<file path="src/include/hsc_pkg.sv">
`default_nettype none
package hsc_pkg;
	// ********************************
	// Command codes
	// ********************************
	localparam logic [7:0] CMD_OPERATION = 8'h01;
	localparam logic [7:0] CMD_CLEAR_FAULTS = 8'h03;
	localparam logic [7:0] CMD_CAPABILITY = 8'h19;
	localparam logic [7:0] CMD_STATUS_BYTE = 8'h78;
	localparam logic [7:0] CMD_STATUS_WORD = 8'h79;
	localparam logic [7:0] CMD_PMBUS_REV = 8'h98;
	localparam logic [7:0] CMD_MFR_ID = 8'h99;
	localparam logic [7:0] CMD_MFR_MODEL = 8'h9a;
	localparam logic [7:0] CMD_MFR_REV = 8'h9b;
	localparam logic [7:0] CMD_PMON_CONTROL = 8'hd3;
	localparam logic [7:0] CMD_DEVICE_CONFIG = 8'hd4;
	localparam logic [7:0] CMD_POWER_CYCLE = 8'hd9;
	// ********************************
	// Fields and reset values
	// ********************************
	localparam int ON_BIT = 7;
	localparam logic ON_RST = 1'b1;
	localparam int PMON_CONV_BIT = 0;
	localparam int PIN_UV = 0;
	localparam int PIN_OV = 1;
	localparam int PIN_PGS = 2;
	localparam int PIN_EN = 3;
	localparam int PIN_TIMER = 4;
	localparam int PIN_SOC = 5;
	localparam int PIN_OT = 6;
	localparam int PIN_FET = 7;
	localparam int NPINS = 8;
	localparam int FL_OC = 0;
	localparam int FL_UV = 1;
	localparam int FL_OV = 2;
	localparam int FL_TEMP = 3;
	localparam int FL_FET = 4;
	localparam int FL_SOC = 5;
	localparam int NFAULT = 6;
	localparam logic [5:0] HARD_MASK = 6'h39;
	localparam int DC_FET_EN = 0;
	localparam int DC_GPO1_MODE = 1;
	localparam int DC_GPO2_MODE = 2;
	localparam int DC_SOC_SEL = 3;
	localparam int DC_GPO1_LVL = 5;
	localparam int DC_GPO2_LVL = 6;
	localparam logic [7:0] DEVCFG_RST = 8'h01;
	localparam logic [6:0] OWN_ADDR_RST = 7'h10;
	localparam int SB_OFF = 6;
	localparam int SB_OC = 4;
	localparam int SB_UV = 3;
	localparam int SB_TEMP = 2;
	localparam int SW_INPUT = 13;
	localparam int SW_MFR = 12;
	localparam int SW_PGOOD_N = 11;
	localparam int CAP_PEC = 7;
	localparam int CAP_SPEED = 5;
	localparam int CAP_ALERT = 4;
	localparam logic [1:0] CAP_SPEED_VAL = 2'h1;
	localparam int STR_LEN = 4;
	// ********************************
	// Register offsets
	// ********************************
	localparam logic [11:0] OFS_CTRL = 12'h000;
	localparam logic [11:0] OFS_DEVCFG = 12'h004;
	localparam logic [11:0] OFS_STATUS = 12'h008;
	localparam logic [11:0] OFS_OPER = 12'h00c;
	// ********************************
	// Timing
	// ********************************
	localparam int CLK_KHZ = 100000;
	localparam int RESTART_TIME_MS = 5000;
	localparam int RESTART_CYCLES = RESTART_TIME_MS * CLK_KHZ;
	localparam int SOC_BASE_CYCLES = 4;
	// ********************************
	// Types
	// ********************************
	typedef enum logic [3:0] {
		HS_OFF = 4'b0001,
		HS_ON = 4'b0010,
		HS_FAULT = 4'b0100,
		HS_CYCLE = 4'b1000
	} hs_state_t;
	typedef struct packed {
		logic valid;
		logic [6:0] addr;
		logic [7:0] code;
		logic [7:0] data;
		logic is_read;
		logic in_group;
	} bus_cmd_t;
	typedef struct packed {
		logic valid;
		logic [7:0] data;
	} bus_rsp_t;
	typedef struct packed {
		logic valid;
		logic [7:0] code;
		logic [7:0] data;
	} pend_t;
	typedef struct packed {
		logic [NPINS-1:0] sync1;
		logic [NPINS-1:0] sync2;
		logic [NPINS-1:0] sync3;
		logic [NPINS-1:0] pins;
		logic [6:0] own_addr;
		logic [7:0] devcfg;
		logic on_bit;
		hs_state_t st;
		logic [NFAULT-1:0] faults;
		logic [31:0] cycle_cnt;
		logic [5:0] soc_cnt;
		pend_t pend;
		bus_rsp_t rsp;
		logic conv;
		logic pready;
		logic pslverr;
		logic [31:0] prdata;
	} state_t;
endpackage
`default_nettype wire

</file>
<file path="src/rtl/hot_swap_cmd.sv">
`timescale 1ns/1ps
`default_nettype none
module hot_swap_cmd #(
	parameter int RESTART_CNT = hsc_pkg::RESTART_CYCLES,
	parameter logic [3:0] REV_PART1 = 4'h1,
	parameter logic [3:0] REV_PART2 = 4'h1,
	parameter logic [31:0] MFR_ID_STR = 32'h4d465258, // Arbitrary value
	parameter logic [31:0] MFR_MODEL_STR = 32'h48534331, // Arbitrary value
	parameter logic [31:0] MFR_REV_STR = 32'h52455631 // Arbitrary value
) (
	input wire logic pclk,
	input wire logic presetn,
	input wire logic psel,
	input wire logic penable,
	input wire logic pwrite,
	input wire logic [11:0] paddr,
	input wire logic [31:0] pwdata,
	output logic [31:0] prdata,
	output logic pready,
	output logic pslverr,
	input wire hsc_pkg::bus_cmd_t bus_cmd,
	input wire logic bus_stop,
	input wire logic bus_abort,
	output hsc_pkg::bus_rsp_t bus_rsp,
	input wire logic [hsc_pkg::NPINS-1:0] pins_in,
	output logic gate_out,
	output logic supply_ok_out,
	output logic fault_out,
	output logic [1:0] gpo_out,
	output logic conv_start_out
);
	import hsc_pkg::*;

	state_t r;
	state_t n;

	// ********************************
	// Command helpers
	// ********************************

	// Executes one write command on a state copy
	function automatic state_t apply(input state_t s, input logic [7:0] code,
			input logic [7:0] data);
		state_t t;
		t = s;
		case (code)
			CMD_OPERATION: begin
				if (!s.on_bit && data[ON_BIT]) begin
					t.faults = '0;
				end
				t.on_bit = data[ON_BIT];
			end
			CMD_CLEAR_FAULTS: begin
				t.faults = '0;
			end
			CMD_DEVICE_CONFIG: begin
				t.devcfg = data;
			end
			CMD_POWER_CYCLE: begin
				if (s.st != HS_FAULT) begin
					t.st = HS_CYCLE;
					t.cycle_cnt = RESTART_CNT - 1;
				end
			end
			CMD_PMON_CONTROL: begin
				t.conv = data[PMON_CONV_BIT];
			end
			default: begin
			end
		endcase
		return t;
	endfunction

	// Picks one character of a string, index 1 is the first
	function automatic logic [7:0] str_char(input logic [31:0] str, input logic [7:0] idx);
		logic [7:0] c;
		c = 8'h00;
		for (int i = 1; i <= STR_LEN; i++) begin
			if (idx == 8'(i)) begin
				c = str[8*(STR_LEN-i) +: 8];
			end
		end
		return c;
	endfunction

	// Status word built from live state and latched faults
	function automatic logic [15:0] status_word(input state_t s);
		logic [15:0] w;
		w = 16'h0000;
		w[SB_OFF] = (s.st != HS_ON);
		w[SB_OC] = s.faults[FL_OC] | s.faults[FL_SOC];
		w[SB_UV] = s.faults[FL_UV];
		w[SB_TEMP] = s.faults[FL_TEMP];
		w[SW_INPUT] = s.faults[FL_UV] | s.faults[FL_OV];
		w[SW_MFR] = s.faults[FL_FET];
		w[SW_PGOOD_N] = !((s.st == HS_ON) && s.pins[PIN_PGS]);
		return w;
	endfunction

	// Answer byte for a read command; index selects the byte
	function automatic logic [7:0] read_byte(input state_t s, input logic [7:0] code,
			input logic [7:0] idx);
		logic [15:0] w;
		logic [7:0] b;
		w = status_word(s);
		b = 8'h00;
		case (code)
			CMD_OPERATION: b = {s.on_bit, 7'h00};
			CMD_DEVICE_CONFIG: b = s.devcfg;
			CMD_STATUS_BYTE: b = w[7:0];
			CMD_STATUS_WORD: b = idx[0] ? w[15:8] : w[7:0];
			CMD_CAPABILITY: begin
				b[CAP_PEC] = 1'b1;
				b[CAP_SPEED +: 2] = CAP_SPEED_VAL;
				b[CAP_ALERT] = 1'b1;
			end
			CMD_PMBUS_REV: b = {REV_PART1, REV_PART2};
			CMD_MFR_ID: b = (idx == 8'h00) ? 8'(STR_LEN) : str_char(MFR_ID_STR, idx);
			CMD_MFR_MODEL: b = (idx == 8'h00) ? 8'(STR_LEN) : str_char(MFR_MODEL_STR, idx);
			CMD_MFR_REV: b = (idx == 8'h00) ? 8'(STR_LEN) : str_char(MFR_REV_STR, idx);
			default: b = 8'h00;
		endcase
		return b;
	endfunction

	// ********************************
	// Next state
	// ********************************
	logic permit;
	logic trip;
	logic [NFAULT-1:0] ev;
	logic [5:0] soc_limit;
	logic mapped;

	always_comb begin
		n = r;
		// Pin synchroniser: a change counts when stages two and three agree
		n.sync1 = pins_in;
		n.sync2 = r.sync1;
		n.sync3 = r.sync2;
		for (int i = 0; i < NPINS; i++) begin
			if (r.sync2[i] == r.sync3[i]) begin
				n.pins[i] = r.sync3[i];
			end
		end
		n.rsp.valid = 1'b0;
		n.conv = 1'b0;

		// APB slave with one wait state
		mapped = (paddr == OFS_CTRL) || (paddr == OFS_DEVCFG) ||
			(paddr == OFS_STATUS) || (paddr == OFS_OPER);
		n.pready = 1'b0;
		n.pslverr = 1'b0;
		if (psel && penable && !r.pready) begin
			n.pready = 1'b1;
			n.pslverr = !mapped;
			n.prdata = 32'h00000000;
			case (paddr)
				OFS_CTRL: n.prdata = {25'h0000000, r.own_addr};
				OFS_DEVCFG: n.prdata = {24'h000000, r.devcfg};
				OFS_STATUS: n.prdata = {12'h000, r.st, status_word(r)};
				OFS_OPER: n.prdata = {24'h000000, r.on_bit, 7'h00};
				default: n.prdata = 32'h00000000;
			endcase
			if (pwrite) begin
				case (paddr)
					OFS_CTRL: n.own_addr = pwdata[6:0];
					OFS_DEVCFG: n.devcfg = pwdata[7:0];
					OFS_OPER: n = apply(n, CMD_OPERATION, pwdata[7:0]);
					default: begin
					end
				endcase
			end
		end

		// Bus commands at our own address only
		if (bus_cmd.valid && bus_cmd.addr == r.own_addr) begin
			if (bus_cmd.in_group) begin
				if (!bus_cmd.is_read) begin
					n.pend = '{valid: 1'b1, code: bus_cmd.code, data: bus_cmd.data};
				end
			end else if (bus_cmd.is_read) begin
				n.rsp = '{valid: 1'b1, data: read_byte(r, bus_cmd.code, bus_cmd.data)};
			end else begin
				n = apply(n, bus_cmd.code, bus_cmd.data);
			end
		end
		// Stop releases the pending command, an abort throws it away
		if (bus_abort) begin
			n.pend.valid = 1'b0;
		end else if (bus_stop && r.pend.valid) begin
			n = apply(n, r.pend.code, r.pend.data);
			n.pend.valid = 1'b0;
		end

		// Severe overcurrent filter, length from the setup byte
		soc_limit = 6'(SOC_BASE_CYCLES) << r.devcfg[DC_SOC_SEL +: 2];
		if (!r.pins[PIN_SOC]) begin
			n.soc_cnt = 6'h00;
		end else if (r.soc_cnt != soc_limit) begin
			n.soc_cnt = r.soc_cnt + 6'h01;
		end

		// Fault events; a set in the same cycle as a clear wins
		ev = '0;
		ev[FL_OC] = (r.st == HS_ON) && r.pins[PIN_TIMER];
		ev[FL_UV] = !r.pins[PIN_UV];
		ev[FL_OV] = r.pins[PIN_OV];
		ev[FL_TEMP] = r.pins[PIN_OT];
		ev[FL_FET] = r.pins[PIN_FET] && r.devcfg[DC_FET_EN];
		ev[FL_SOC] = (r.soc_cnt == soc_limit) && r.pins[PIN_SOC];
		n.faults = n.faults | ev;
		trip = |(ev & HARD_MASK);

		// Hot swap state machine
		permit = r.pins[PIN_UV] && !r.pins[PIN_OV] && r.pins[PIN_EN];
		case (n.st)
			HS_OFF: begin
				if (permit && n.on_bit && !trip && !(|(n.faults & HARD_MASK))) begin
					n.st = HS_ON;
				end
			end
			HS_ON: begin
				if (trip) begin
					n.st = HS_FAULT;
				end else if (!permit || !n.on_bit) begin
					n.st = HS_OFF;
				end
			end
			HS_FAULT: begin
				if (!(|(n.faults & HARD_MASK))) begin
					n.st = HS_OFF;
				end
			end
			HS_CYCLE: begin
				if (n.cycle_cnt == 32'h00000000) begin
					n.st = HS_OFF;
				end else begin
					n.cycle_cnt = n.cycle_cnt - 32'h00000001;
				end
			end
			default: n.st = HS_OFF;
		endcase
	end

	// State register
	always_ff @(posedge pclk or negedge presetn) begin
		if (!presetn) begin
			r <= '{sync1: '0, sync2: '0, sync3: '0, pins: '0, own_addr: OWN_ADDR_RST,
				devcfg: DEVCFG_RST, on_bit: ON_RST, st: HS_OFF, faults: '0,
				cycle_cnt: 32'h00000000, soc_cnt: 6'h00, pend: '0, rsp: '0,
				conv: 1'b0, pready: 1'b0, pslverr: 1'b0, prdata: 32'h00000000};
		end else begin
			r <= n;
		end
	end

	// ********************************
	// Outputs
	// ********************************
	assign prdata = r.prdata;
	assign pready = r.pready;
	assign pslverr = r.pslverr;
	assign bus_rsp = r.rsp;
	assign gate_out = (r.st == HS_ON);
	assign supply_ok_out = (r.st == HS_ON) && r.pins[PIN_PGS];
	assign fault_out = |r.faults;
	assign conv_start_out = r.conv;
	assign gpo_out[0] = r.devcfg[DC_GPO1_MODE] ? fault_out : r.devcfg[DC_GPO1_LVL];
	assign gpo_out[1] = r.devcfg[DC_GPO2_MODE] ? fault_out : r.devcfg[DC_GPO2_LVL];
endmodule
`default_nettype wire

</file>
<file path="config.mk">
export PLATFORM = sky130hd
export DESIGN_NAME = hot_swap_cmd
export DESIGN_NICKNAME = d
export VERILOG_FILES = /design/src/include/hsc_pkg.sv /design/src/rtl/hot_swap_cmd.sv
export SDC_FILE = /design/constraint.sdc
export NUM_CORES = 1
export LEC_CHECK = 0
export CORE_MARGIN = 3
export CORE_UTILIZATION = 30
export CTS_CLUSTER_SIZE = 30
export DETAILED_ROUTE_END_ITERATION = 10
export DONT_BUFFER_PORTS = 1
export PLACE_DENSITY = 0.54
export REMOVE_ABC_BUFFERS = 1
export SLEW_MARGIN = 20
export SYNTH_ARGS = -nofsm -noshare
export SYNTH_HDL_FRONTEND = slang
export SYNTH_SLANG_ARGS = --single-unit
</file>
<file path="constraint.sdc">
create_clock -name pclk -period 6.2 [get_ports pclk]
set_clock_uncertainty 0.2 [all_clocks]
set_input_delay 0 -clock pclk [delete_from_list [all_inputs] [get_ports pclk]]
set_output_delay 0 -clock pclk [all_outputs]
set_load 0.02 [all_outputs]
</file>
==> reports/summary.txt, run 1 <==
Pre-Repair DR Iteration Count = 5
Worst EP arrival = 4840 ps
Core Area = 23500 µm²
Largest cells by area after synthesis = dfrtp_1, buf_4, nand2_1
Die Height = 161 µm
Clk Latency, worst-skew pair = 420 ps
TritonCTS clock tree = built
Nets = 878
RR Endpoint = r[94]$_DFF_PN0_
RR Startpoint = r[124]$_DFFE_PN0P_
PwrDens = 234 nW/µm²
Post_cts resized = 0
Vias = 5663
Reg clk slew, reported paths = 60 ps
Vias per cell = 5.05
Max Clock Freq = 213 MHz
Hold path cells = 5
CTS Buffer Depth = 2
Inst Count DP = 1000
#FFs+latches synth = 140
Worst hold path class = input port to flop
CP startpoint kind = flop
Worst Path Required = 6340 ps
Most area-hungry cell type in the Yosys netlist = dfrtp_1
Reg2Reg Depth = 13
I/O Buffers = 0
Max-Slew Margin vs Limit = 27.8%
P&R area growth vs syn = 21.5%
Starting density of the core = 30.5%
Global route overflow = 0
All-Layer GR Usage = 15.3%
Status = finished clean
Fin crit share = 75.8%
Fin crit period = 4700 ps
Unrepaired setup endpoints after global routing = false
Initial antenna violation count = 1
Worst vdd ir = 0.187 mV
Max Transition Viols Final = 0
Routed Antenna Nets = 0
Avg WL per Cell = 17.2 µm
Yosys warnings = 0
H-tree levels = 4
Post-synth top cells = dfrtp_1, nand2_1, o21ai_0
WL final = 19200 µm
Critical path class = flop to flop
Finished Layout Cells = 1121
Dpl cell area = 7270 µm²
Share of cells above drive strength 1 = 10.5%
Fillcell total = 2381
Max-Cap Viols = 0
Register area share after synthesis = 48.8%
Final hold violation count = 0
Worst reg2reg setup slack = 1500 ps
Io pins = 134
Number of core rows = 56
Largest net degree at the start of global routing = 141
Worst setup EP type = flop
Setup violators final = 0
Fin area = 8740 µm²
Unique cell type count in the Yosys netlist = 73
Total negative setup slack = 0 ps
Syn Std Cell Area = 7190 µm²
Min-delay src = bus_cmd[0]
Die area = 25900 µm²
HPWL after DPL = 12700 µm
Sink Count = 140
Setup Buffers After CTS = 0
Clk root buf = clkbuf_16
CP max FO = 10
DRT iter0 DRCs = 351
DR DRC count = 0
Fraction of registers with async set/reset = 100%
Post-synth top area share = 47.3%
RD Place Congestion = 0.831
Least-Margin Pin Slew = 1070 ps
Leakage Power = 0.00385 µW
Count leader, synth = dfrtp_1
Syn Area/Cell = 9.90 µm²
Hold EP = r[117]$_DFF_PN0_
Synth Flop Type = dfrtp_1
Chip width = 161 µm
Number of global-route vias before repair = 5707
EDFF count, synth = 0
First-pass GRT wire length = 31700 µm
Mapped Cells = 726
TritonCTS Buffers = 17
per-layer routing:
metal / routed length, µm / vias to the layer above / part of all wire (%) / GRT usage, %
met5: 0 / - / 0 / 0
met4: 423 / 0 / 2.2 / 4.93
met3: 1120 / 30 / 5.8 / 4.08
met2: 8550 / 159 / 44 / 23.3
met1: 9150 / 2770 / 48 / 21.4
li1: - / 2704 / - / -
worst max path at each step:
stage | start | end | cells past startpoint
global placement | r[118]$_DFFE_PN0P_ | r[94]$_DFF_PN0_ | 13
finish | r[124]$_DFFE_PN0P_ | r[94]$_DFF_PN0_ | 13
CTS | r[118]$_DFFE_PN0P_ | r[94]$_DFF_PN0_ | 13
floorplan | r[122]$_DFFE_PN1P_ | r[94]$_DFF_PN0_ | 13
global route | r[118]$_DFFE_PN0P_ | r[94]$_DFF_PN0_ | 13
detailed placement | r[118]$_DFFE_PN0P_ | r[94]$_DFF_PN0_ | 13
through the flow:
step / utilization (%) / total power (µW) / hold WS, ps / setup WS (ps)
finish: 37.1 / 2040 / 16.3 / 1500
global route: 37.1 / 2130 / 57.5 / 1040
CTS: 37.1 / 2070 / 1.13 / 1460
detailed placement: 30.9 / 1050 / -484 / 1460
global placement: 30.9 / 1040 / -485 / 1530
floorplan: - / 1030 / -496 / 1960
flip-flops by register name, summed over array words and instances (netlist names):
register	flops
pready	1
prdata	15
bus_rsp	9
ev	2
conv_start_out	1
r	111
pslverr	1
cell families after synthesis:
kind of cell,count (synthesis),share of synthesized area [%]
xor gates and xnor gates,26,3.17
DFF,140,48.8
buffers and inverters,87,6.86
and+or+nand+nor,272,20.2
AOI/OAI and AO/OA,152,13.8
adders and majority gates,11,1.64
muxes,37,5.54
other,1,0.0522
critical path, stage by stage (launching register included):
cell and delay, ps:
dfrtp_1 410, xnor2_1 170, nand4_1 340, nor4_2 660, nor2_1 150, a21oi_1 410, nor2_1 140, ha_1 250
nor4b_1 160, nand4_1 320, nor4_1 140, nand4bb_1 480, or4_2 680, nand3_1 100
what timing repair did:
item                       CTS  global route
hold endpoints to repair   213             0
setup endpoints to repair    0             0
hold buffers                90             0
power breakdown:
part           internal [µW]  leakage [µW]  switching [µW]
Sequential               937       0.00183            18.7
Clock                    555      0.000260             391
Combinational           59.3       0.00176            80.7
cell usage in the layout (no fill, tap or decap), drive strengths merged, types with 4 or more instances in the layout:
cell / n
clkbuf: 19
dfrtp: 136
and3: 9
conb: 17
mux2: 22
clkinv: 7
a22o: 9
mux2i: 15
nor2: 50
a21o: 4
dfstp: 4
nor2b: 4
a221oi: 5
a21oi: 34
nor3b: 7
nand2: 72
nor4: 20
nand3: 22
o31ai: 11
a211oi: 4
a2111oi: 4
nand3b: 6
or3: 16
xor2: 13
nand2b: 5
nor3: 25
a31oi: 5
maj3: 8
or4: 7
nand4: 11
xnor2: 13
or3b: 4
buf: 4
o21ai: 60
inv: 23
dlygate4sd3: 89
layout make-up:
cell class | instances | area, µm² | share of cell area [%]
Clock inverter | 11 | 98.8 | 1.13
Antenna cell | 1 | 2.50 | 0.0286
Inverter | 23 | 88.8 | 1.02
Clock buffer | 19 | 443 | 5.07
Multi-Input combinational cell | 515 | 3260 | 37.3
Sequential cell | 140 | 3510 | 40.2
Tap cell | 319 | 399 | 4.57
Timing Repair Buffer | 93 | 941 | 10.8
(Power assumes the default switching activity.)
==> run 2: changes to the inputs <==
--- a/config.mk
+++ b/config.mk
@@ -10,7 +10,7 @@
 export CTS_CLUSTER_SIZE = 30
 export DETAILED_ROUTE_END_ITERATION = 10
 export DONT_BUFFER_PORTS = 1
-export PLACE_DENSITY = 0.54
+export PLACE_DENSITY = 0.55
 export REMOVE_ABC_BUFFERS = 1
 export SLEW_MARGIN = 20
 export SYNTH_ARGS = -nofsm -noshare
==> constraint.sdc (replaced) <==
create_clock -name pclk -period 3.81 [get_ports pclk]
set_clock_uncertainty 0.2 [all_clocks]
set_input_delay 0 -clock pclk [delete_from_list [all_inputs] [get_ports pclk]]
set_output_delay 0 -clock pclk [all_outputs]
set_load 0.02 [all_outputs]
==> reports/summary.txt, run 2 (same netlist as run 1, synthesis figures left out) <==
Max Clock Freq = 277 MHz (+30%)
Unrepaired setup endpoints after global routing = true
Most used cell, CP = nand4_1
Worst reg2reg setup slack = 200 ps (-1300 ps)
Sink Count = 140 (unchanged)
HPWL after DPL = 13000 µm (+2.3%)
CTS Buffer Depth = 2 (unchanged)
First-pass GRT wire length = 31800 µm (about the same)
Nets = 906 (+3.2%)
CP startpoint kind = flop
Setup violators final = 0 (unchanged)
Leading cell type in the layout, fill and taps excluded = dfrtp_1
Avg WL per Cell = 17.2 µm (-0.12%)
Reg clk slew, reported paths = 60 ps (about the same)
Worst EP arrival = 3760 ps (-1080 ps)
Slowest stage cell, crit path = dfstp_2
Critical path cell sequence = xnor2_1 -> nand4_1 -> nor4_2 -> nor2_1 -> a21oi_1 -> buf_4 -> nor2_2 -> ha_2 -> nor4b_2 -> nand4_1 -> buf_6 -> o41ai_4 -> a31oi_4 -> nor2_4 -> inv_6 -> and3_1 -> o21ai_1
Final Total Pwr = 3520 µW (+72%)
TritonCTS Buffers = 17 (unchanged)
Share of cells above drive strength 1 = 14.2% (+3.7 points)
Fillcell total = 2366 (-0.63%)
Worst Slack Setup Final = 196 ps (-1300 ps)
DRT iter0 DRCs = 335 (-4.6%)
Io pins = 134 (unchanged)
Worst path top cell family by delay = simple AND/OR/NAND/NOR gates
CP max FO = 16 (+6)
Multi-input gate area in the final layout = 3300 µm² (+1.5%)
Total negative setup slack = 0 ps (unchanged)
Initial antenna violation count = 0 (-1)
Routed Antenna Nets = 0 (unchanged)
Clk Latency, worst-skew pair = 420 ps (about the same)
Global route overflow = 0 (unchanged)
Worst vdd ir = 0.296 mV (+58%)
Max Transition Viols Final = 0 (unchanged)
Final hold violation count = 0 (unchanged)
Finished Layout Cells = 1150 (+2.6%)
P&R area growth vs syn = 26.3%
Max-Cap Viols = 0 (unchanged)
DR DRC count = 0 (unchanged)
Vias = 5757 (+1.7%)
Fin area = 9080 µm² (+3.9%)
TritonCTS clock tree = built
Status = finished clean
Largest net degree at the start of global routing = 141 (unchanged)
Pre-Repair DR Iteration Count = 5 (unchanged)
Worst Path Required = 3960 ps (-2380 ps)
RD Place Congestion = 0.838 (+0.85%)
PwrDens = 388 nW/µm² (+66%)
H-tree levels = 4 (unchanged)
Register area = 3510 µm² (unchanged)
Fin crit share = 94.9% (+19 points)
Core Area = 23500 µm² (unchanged)
Dpl cell area = 7430 µm² (+2.1%)
Placement Setup Slack = 63.1 ps (-1400 ps)
Vias per cell = 5.01 (-0.90%)
Fin crit period = 3610 ps (-1090 ps)
Number of global-route vias before repair = 5738 (+0.54%)
WL final = 19700 µm (+2.5%)
Worst setup EP type = flop
Starting density of the core = 30.5% (unchanged)
I/O Buffers = 0 (unchanged)
Most frequent cells in the layout = dfrtp_1, dlygate4sd3_1, nand2_1, o21ai_0, nor2_1
ANT cells = 0 (-1)
Leakage Power = 0.00401 µW (+4.3%)
Chip width = 161 µm (unchanged)
Inst Count DP = 1021 (+2.1%)
Max-Slew Margin vs Limit = 41.7% (+14 points)
Crit-path max cell delay = 550 ps (-130 ps)
Die Height = 161 µm (unchanged)
All-Layer GR Usage = 15.5% (+0.12 points)
Die area = 25900 µm² (unchanged)
Least-Margin Pin Slew = 869 ps (-204 ps)
Worst hold path class = input port to asynchronous set/reset pin
Number of core rows = 56 (unchanged)
Critical path class = flop to flop
WP buf/inv = 3 (+3)
Reg with most FFs = r
Largest register FFs = 111 (unchanged)
Clk root buf = clkbuf_16
[run 2: changes by cell type in the layout (fill, tap and decap cells not counted), moves of 2 or more]
| cell | change |
|---|---|
| buf_4 | +25 |
| bufinv_16 | +2 |
| clkinv_2 | -3 |
| dlygate4sd3_1 | +2 |
| inv_6 | +4 |
| o21ai_1 | +2 |
| o21ai_2 | -2 |
[run 2: power by group]
| part | switching (µW) | total, µW | internal [µW] |
|---|---|---|---|
| Combinational | 132 | 231 | 99.6 |
| Clock | 694 | 1730 | 1040 |
| Sequential | 30.6 | 1550 | 1520 |
[run 2: path summary, 6_finish.rpt]
path                                     from                endpoint  depth (start not counted)
hold / removal                        presetn         r[82]$_DFF_PN0_                          2
max in group asynchronous             presetn  prdata[16]$_DFFE_PN0N_                          2
setup / recovery           r[122]$_DFFE_PN1P_         r[91]$_DFF_PN0_                         17
setup reg to reg           r[122]$_DFFE_PN1P_         r[91]$_DFF_PN0_                         17
min in group pclk                 bus_cmd[11]  bus_rsp[2]$_DFFE_PN0P_                          4
hold reg to reg              r[154]$_DFF_PN0_        r[146]$_DFF_PN0_                          0
[run 2: worst reg2reg max path, cell delays in order, from the launching register on]
cell,delay (ps)
dfstp_2,550
xnor2_1,100
nand4_1,140
nor4_2,60
nor2_1,170
a21oi_1,60
buf_4,150
nor2_2,120
ha_2,200
nor4b_2,210
nand4_1,200
buf_6,190
o41ai_4,370
a31oi_4,190
nor2_4,230
inv_6,100
and3_1,180
o21ai_1,110
[run 2: metrics by stage]
stage	hold slack (ps)	util, %
2_1_floorplan	-496	-
3_3_place_gp	-484	31.6
3_5_place_dp	-483	31.6
4_1_cts	2.82	38.1
5_1_grt	24.6	38.6
6_report	13.7	38.6
[run 2: timing repair]
item,CTS,global route
endpoints found under the hold margin,214,0
setup buffers,0,5
endpoints found under the setup margin,0,32
hold buffers,92,0
resized for setup,0,12
[run 2: final cells by class]
| cell class | instances | area share (%) |
|---|---|---|
| clock buffers | 17 | 4.69 |
| multi-input cells | 515 | 36.4 |
| inverters | 23 | 1.01 |
| well taps | 319 | 4.40 |
| flip-flops and latches | 140 | 38.7 |
| clock inverters | 15 | 2.08 |
| repair buffers | 121 | 12.8 |
[run 2: layer usage]
layer | GRT usage, % | share of wire (%)
met5 | 0 | 0
met3 | 3.30 | 5.0
met2 | 23.4 | 44
met1 | 21.8 | 49
met4 | 5.71 | 2.3
